--- src/rtl/fsbc_cfg.svh ---
`ifndef FSBC_CFG_SVH
`define FSBC_CFG_SVH
// Register byte addresses on the plain register port.
`define FSBC_ADDR_BLANK_RESULT   8'h00
`define FSBC_ADDR_PROG_OFFSET    8'h04
`define FSBC_ADDR_SUSPEND_MODE   8'h08
`define FSBC_ADDR_CLOCK_NOTIFY   8'h0C
`define FSBC_ADDR_SCAN_CTRL      8'h10
`define FSBC_ADDR_CMD_CTRL       8'h14
`define FSBC_ADDR_SEQ_STATUS     8'h18
// Field positions and values.
`define FSBC_OFFSET_W            19
`define FSBC_KEY_LSB             8
`define FSBC_KEY_VALUE           8'h1E
`define FSBC_MHZ_RESET           8'h50
`define FSBC_CMD_START_BIT       0
`define FSBC_CMD_REINIT_BIT      1
`define FSBC_AREA_WORDS          19'h00040
`define FSBC_LAST_WORD           19'h0003F
// Cycles spent per scanned word for each notified MHz; scaled by the notified value.
`define FSBC_STEP_PER_MHZ        8'h01
`endif

--- src/rtl/fsbc_pkg.sv ---
package fsbc_pkg;
  typedef enum logic [1:0] {FSBC_IDLE, FSBC_WAIT, FSBC_CHECK, FSBC_DONE} fsbc_state_t;
endpackage

--- src/rtl/fsbc_regs.sv ---
// Operation
// - Blank check ends with result flag 0 when erased, 1 when programmed.
// - First programmed location is kept as a 19-bit data-flash offset.
// - Reserved bits of the result register read as their reset value.
// - Suspend mode resets on hardware reset and on re-initialisation.
// - Mode 0 gives suspension priority, mode 1 gives erasure priority.
// - Clock notify field resets to the highest supported frequency.
// - Key byte is never stored and always reads as zero.
// - Frequency updates only while the ready flag is 1.
// - Frequency updates only when the same write carries key 1E.
// - Per-word check timing scales with the notified frequency.
// - Scan goes upward when direction is 0, downward when 1.
//
// Our own choices: strobed register access and the placing of the registers.
`include "fsbc_cfg.svh"
module fsbc_regs #(
  parameter int   OFFSET_W = `FSBC_OFFSET_W,
  parameter logic [18:0] AREA_WORDS = `FSBC_AREA_WORDS
) (
  input  wire logic        core_clk,
  input  wire logic        rst,
  input  wire logic [7:0]  reg_addr,
  input  wire logic [31:0] reg_wdata,
  input  wire logic        reg_wr,
  input  wire logic        reg_rd,
  output logic      [31:0] reg_rdata,
  input  wire logic        word_programmed,
  output logic      [18:0] scan_addr,
  output logic             erase_suspend_policy,
  output logic      [7:0]  clock_mhz_value,
  output logic             sequencer_ready_flag
);

  fsbc_pkg::fsbc_state_t state_reg;
  logic                  blank_result_flag_reg;
  logic [18:0]           first_programmed_offset_reg;
  logic                  erase_suspend_policy_reg;
  logic [7:0]            clock_mhz_reg;
  logic                  scan_direction_bit_reg;
  logic [18:0]           scan_addr_reg;
  logic [18:0]           scan_left_reg;
  logic [15:0]           wait_cnt_reg;
  logic [31:0]           rdata_reg;
  logic                  wr_cmd;
  logic                  sequencer_reinit_bit;
  logic                  start_cmd;

  // Decode writes to the command register.
  assign wr_cmd               = reg_wr && (reg_addr == `FSBC_ADDR_CMD_CTRL);
  assign sequencer_reinit_bit = wr_cmd && reg_wdata[`FSBC_CMD_REINIT_BIT];
  assign start_cmd            = wr_cmd && reg_wdata[`FSBC_CMD_START_BIT]
                                && !sequencer_reinit_bit;

  // Wait count for one scanned word follows the notified frequency.
  function automatic logic [15:0] step_cycles(input logic [7:0] mhz);
    step_cycles = {8'h00, mhz} * {8'h00, `FSBC_STEP_PER_MHZ};
  endfunction

  // Suspend policy register, cleared by reset and re-initialisation.
  always_ff @(posedge core_clk) begin
    if (rst || sequencer_reinit_bit) begin
      erase_suspend_policy_reg <= 1'b0;
    end else if (reg_wr && reg_addr == `FSBC_ADDR_SUSPEND_MODE) begin
      erase_suspend_policy_reg <= reg_wdata[0];
    end
  end

  // Scan direction control, cleared by reset and re-initialisation.
  always_ff @(posedge core_clk) begin
    if (rst || sequencer_reinit_bit) begin
      scan_direction_bit_reg <= 1'b0;
    end else if (reg_wr && reg_addr == `FSBC_ADDR_SCAN_CTRL && state_reg == fsbc_pkg::FSBC_IDLE) begin
      scan_direction_bit_reg <= reg_wdata[0];
    end
  end

  // Frequency notification is keyed and only accepted while ready.
  always_ff @(posedge core_clk) begin
    if (rst) begin
      clock_mhz_reg <= `FSBC_MHZ_RESET;
    end else if (reg_wr && reg_addr == `FSBC_ADDR_CLOCK_NOTIFY
                 && sequencer_ready_flag
                 && reg_wdata[15:8] == `FSBC_KEY_VALUE) begin
      clock_mhz_reg <= reg_wdata[7:0];
    end
  end

  // Blank check sequencer: walk the area one word at a time.
  always_ff @(posedge core_clk) begin
    if (rst || sequencer_reinit_bit) begin
      state_reg     <= fsbc_pkg::FSBC_IDLE;
      scan_addr_reg <= 19'h00000;
      scan_left_reg <= 19'h00000;
      wait_cnt_reg  <= 16'h0000;
    end else begin
      unique case (state_reg)
        fsbc_pkg::FSBC_IDLE: begin
          if (start_cmd) begin
            scan_addr_reg <= scan_direction_bit_reg ? (AREA_WORDS - 19'h00001) : 19'h00000;
            scan_left_reg <= AREA_WORDS;
            wait_cnt_reg  <= step_cycles(clock_mhz_reg);
            state_reg     <= fsbc_pkg::FSBC_WAIT;
          end
        end
        fsbc_pkg::FSBC_WAIT: begin
          if (wait_cnt_reg <= 16'h0001) begin
            state_reg <= fsbc_pkg::FSBC_CHECK;
          end else begin
            wait_cnt_reg <= wait_cnt_reg - 16'h0001;
          end
        end
        fsbc_pkg::FSBC_CHECK: begin
          if (word_programmed || scan_left_reg == 19'h00001) begin
            state_reg <= fsbc_pkg::FSBC_DONE;
          end else begin
            scan_addr_reg <= scan_direction_bit_reg ? scan_addr_reg - 19'h00001
                                                    : scan_addr_reg + 19'h00001;
            scan_left_reg <= scan_left_reg - 19'h00001;
            wait_cnt_reg  <= step_cycles(clock_mhz_reg);
            state_reg     <= fsbc_pkg::FSBC_WAIT;
          end
        end
        fsbc_pkg::FSBC_DONE: begin
          state_reg <= fsbc_pkg::FSBC_IDLE;
        end
      endcase
    end
  end

  // Result flag is captured when the check finishes; the offset only on a programmed hit.
  always_ff @(posedge core_clk) begin
    if (rst) begin
      blank_result_flag_reg       <= 1'b0;
      first_programmed_offset_reg <= 19'h00000;
    end else if (state_reg == fsbc_pkg::FSBC_CHECK && !sequencer_reinit_bit) begin
      if (word_programmed) begin
        blank_result_flag_reg       <= 1'b1;
        first_programmed_offset_reg <= scan_addr_reg;
      end else if (scan_left_reg == 19'h00001) begin
        blank_result_flag_reg <= 1'b0;
      end
    end
  end

  // Read data stands in the cycle after the read strobe.
  always_ff @(posedge core_clk) begin
    if (rst) begin
      rdata_reg <= 32'h00000000;
    end else if (reg_rd) begin
      unique case (reg_addr)
        `FSBC_ADDR_BLANK_RESULT: rdata_reg <= {31'h00000000, blank_result_flag_reg};
        `FSBC_ADDR_PROG_OFFSET:  rdata_reg <= {13'h0000, first_programmed_offset_reg};
        `FSBC_ADDR_SUSPEND_MODE: rdata_reg <= {31'h00000000, erase_suspend_policy_reg};
        `FSBC_ADDR_CLOCK_NOTIFY: rdata_reg <= {24'h000000, clock_mhz_reg};
        `FSBC_ADDR_SCAN_CTRL:    rdata_reg <= {31'h00000000, scan_direction_bit_reg};
        `FSBC_ADDR_SEQ_STATUS:   rdata_reg <= {31'h00000000, state_reg == fsbc_pkg::FSBC_IDLE};
        default:                 rdata_reg <= 32'h00000000;
      endcase
    end else begin
      rdata_reg <= 32'h00000000;
    end
  end

  // Outputs come straight from flip-flops.
  always_ff @(posedge core_clk) begin
    if (rst) begin
      sequencer_ready_flag <= 1'b1;
    end else begin
      sequencer_ready_flag <= (state_reg == fsbc_pkg::FSBC_IDLE && !start_cmd)
                              || sequencer_reinit_bit;
    end
  end

  assign reg_rdata            = rdata_reg;
  assign scan_addr            = scan_addr_reg;
  assign erase_suspend_policy = erase_suspend_policy_reg;
  assign clock_mhz_value      = clock_mhz_reg;
endmodule // fsbc_regs

--- config.mk ---
export PLATFORM = sky130hd
export DESIGN_NAME = fsbc_regs
export DESIGN_NICKNAME = d
export VERILOG_FILES = /design/src/rtl/fsbc_pkg.sv /design/src/rtl/fsbc_regs.sv
export VERILOG_INCLUDE_DIRS = /design/src /design/src/rtl
export SDC_FILE = /design/constraint.sdc
export NUM_CORES = 1
export LEC_CHECK = 0
export BUFFER_PORTS_ARGS = -buffer_cell sky130_fd_sc_hd__buf_2
export CAP_MARGIN = 0
export CORE_MARGIN = 2
export CORE_UTILIZATION = 45
export CTS_BUF_LIST = sky130_fd_sc_hd__clkbuf_4 sky130_fd_sc_hd__clkbuf_8 sky130_fd_sc_hd__clkbuf_16
export DETAILED_ROUTE_END_ITERATION = 8
export GPL_TIMING_DRIVEN = 0
export MAX_ROUTING_LAYER = met4
export PLACE_DENSITY_LB_ADDON = 0.15
export SLEW_MARGIN = 30
export SYNTH_ARGS = -nofsm -noshare
export SYNTH_HDL_FRONTEND = slang
export SYNTH_SLANG_ARGS = --single-unit
--- constraint.sdc ---
create_clock -name core_clk -period 3 [get_ports core_clk]
set_input_delay 0.15 -clock core_clk [delete_from_list [all_inputs] [get_ports core_clk]]
set_output_delay 0.15 -clock core_clk [all_outputs]
set_load 0.01 [all_outputs]
==> qor.txt <==
skew final = 9.48 ps
vias in the first global route = 4328
Post-Syn Area per Cell = 8.50 um^2
Via density = 5.29
CTS max path bufs = 2
gpl congestion = 0.854
CP endpoint kind = flip-flop
Synth area leader = dfxtp_1
Core ar. = 11400 um^2
CTS tree = done
most frequent cells after synthesis = 106 x dfxtp_1, 77 x nand2_1, 72 x nor2_1
Setup Viol. Count Final = 0
Total Routed Length = 12.5 mm
Rows = 39
Max Slew Vio Count = 0
initial drt markers = 197
area grow syn2layout = 17.3%
CP max FO = 22
DR WL/cell = 14.4 um
Antenna diodes = 0
Post-synth EDFFs = 0
Pwr Density = 436 nW/um^2
total CTS buffers = 9
H-tree depth = 3
Synth area leaders = dfxtp_1 40%, nand2_1 5.5%, a21oi_1 5.4%
startpoint type of the worst setup path = flip-flop
# IOs = 106
Tot GR Track Use = 20.8%
worst vdd ir = 0.338 mV
die area = 12600 um^2
Post-Layout Inst Area = 6160 um^2
largest net degree at the start of global routing = 23
Fin. Hold Viols = 0
HP Class = input port to flip-flop
Die Y = 112 um
Max Cap Viol = 0
Tmin final = 2820 ps
final hold slack = 44.7 ps
sequential share of the synthesized area = 40.4%
WP data arrival = 3120 ps
via count = 4578
Synth Cell Area = 5260 um^2
kind of critical path = flip-flop to flip-flop
ys async rst share = 0%
initial antenna violation count = 0
top-count cell post-synth = dfxtp_1
Tcrit/Tclk final = 94.1%
placed cells = 849
status = finished, final reports clean
final setup TNS = 0 ps
Root Buffer = clkbuf_16
fmax = 0.354 GHz
Die Width = 112 um
fillcell total = 1106
Synth Instances = 618
Final HPWL DP = 9.22 mm
Port Buf Inserts = 76
layout cells sized above 1 = 19.3%
first-pass GRT wire length = 20.7 mm
RSZ-0062 raised after global routing = no
nets = 784
Rel. slew slack = 49.3%
ANT nets after route = 0
Placed Instance Area = 5860 um^2
Clock transition at path regs = 70 ps
Pre-antenna DRT Iters = 6
Top FF cell, synth = dfxtp_1
DRC = 0
CP Data Required Time = 3290 ps
post-synth top area share = 40.4%
final core utilization = 54.0%
clock sinks = 106
LEAKAGE = 2.65 nW
Seq cells post-synth = 106
yosys warns = 0
Netlist cell types = 63
initial core utilization = 46.0%
worst-margin pin slew = 760 ps
later-pin clock latency in the skew report = 350 ps
non-filler cells, final = 865
gr ovfl total = 0
[timing repair]
action,CTS,global route
hold buffers,0,0
endpoints found under the setup margin,7,8
buffers inserted,0,0
resized for setup,2,2
[worst paths after layout]
kind	endpoint	slack, ps	cells after the start	from
hold / removal	clock_mhz_value[5]	40	3	reg_wdata[5]
setup reg to reg	scan_addr[15]	180	9	scan_direction_bit_reg
setup / recovery	scan_addr[15]	180	9	scan_direction_bit_reg
hold reg to reg	first_programmed_offset_reg[10]	450	2	first_programmed_offset_reg[10]
[cells in the final DEF, fill, tap and decap left out, types with 14 or more instances in the layout]
| cell | count |
|---|---|
| xnor2_1 | 25 |
| a21oi_1 | 57 |
| nor2_1 | 70 |
| clkbuf_1 | 19 |
| ha_1 | 21 |
| o21ai_0 | 27 |
| nand2_1 | 77 |
| dfxtp_1 | 105 |
| buf_2 | 78 |
| nor3_1 | 19 |
| inv_1 | 14 |
[cell families after synthesis]
kind of cell	share of synthesized area (%)
simple gates	22.9
buf+inv	5.05
fa+ha+maj	5.38
compound gates	17.7
mux	2.14
xor+xnor	6.33
other cells	0.0714
flops	40.4
[report_power, final]
part,total (mW),switching (mW),internal [mW]
combinational,0.104,0.0619,0.0419
clock,1.17,0.527,0.646
sequential,1.41,0.00193,1.41
[worst max-delay path: stages (launching register included)]
cell      delay [ps]
dfxtp_4          530
ha_1             290
a21o_1           180
a21o_1           210
a211oi_1         370
o31ai_1          160
a41oi_1          450
o21a_1           200
mux2_2           330
nand2_1           50
[routing by layer]
layer,global-route usage (%),up-vias,wire length [um]
met1,26.5,2118,5960
met3,3.02,12,643
met4,7.40,0,139
met2,33.9,110,5740
li1,-,2338,-
met5,-,-,0
[through the flow]
stage / setup slack [ps] / power [mW]
3_3_place_gp: -271 / 1.54
4_1_cts: 8.47 / 2.72
2_1_floorplan: 318 / 1.50
3_5_place_dp: -299 / 1.55
5_1_grt: 20.5 / 2.79
6_report: 176 / 2.69
[layout make-up]
| type | count | area [um^2] | area share [%] |
|---|---|---|---|
| Timing Repair Buffer | 76 | 380 | 6.17 |
| Buffer | 37 | 213 | 3.45 |
| Inverter | 14 | 52.6 | 0.853 |
| Tap cell | 143 | 179 | 2.90 |
| Multi-Input combinational cell | 473 | 2920 | 47.4 |
| Clock buffer | 9 | 225 | 3.65 |
| Clock inverter | 7 | 68.8 | 1.12 |
| Sequential cell | 106 | 2130 | 34.5 |
Power figures use the tool's default switching activity.
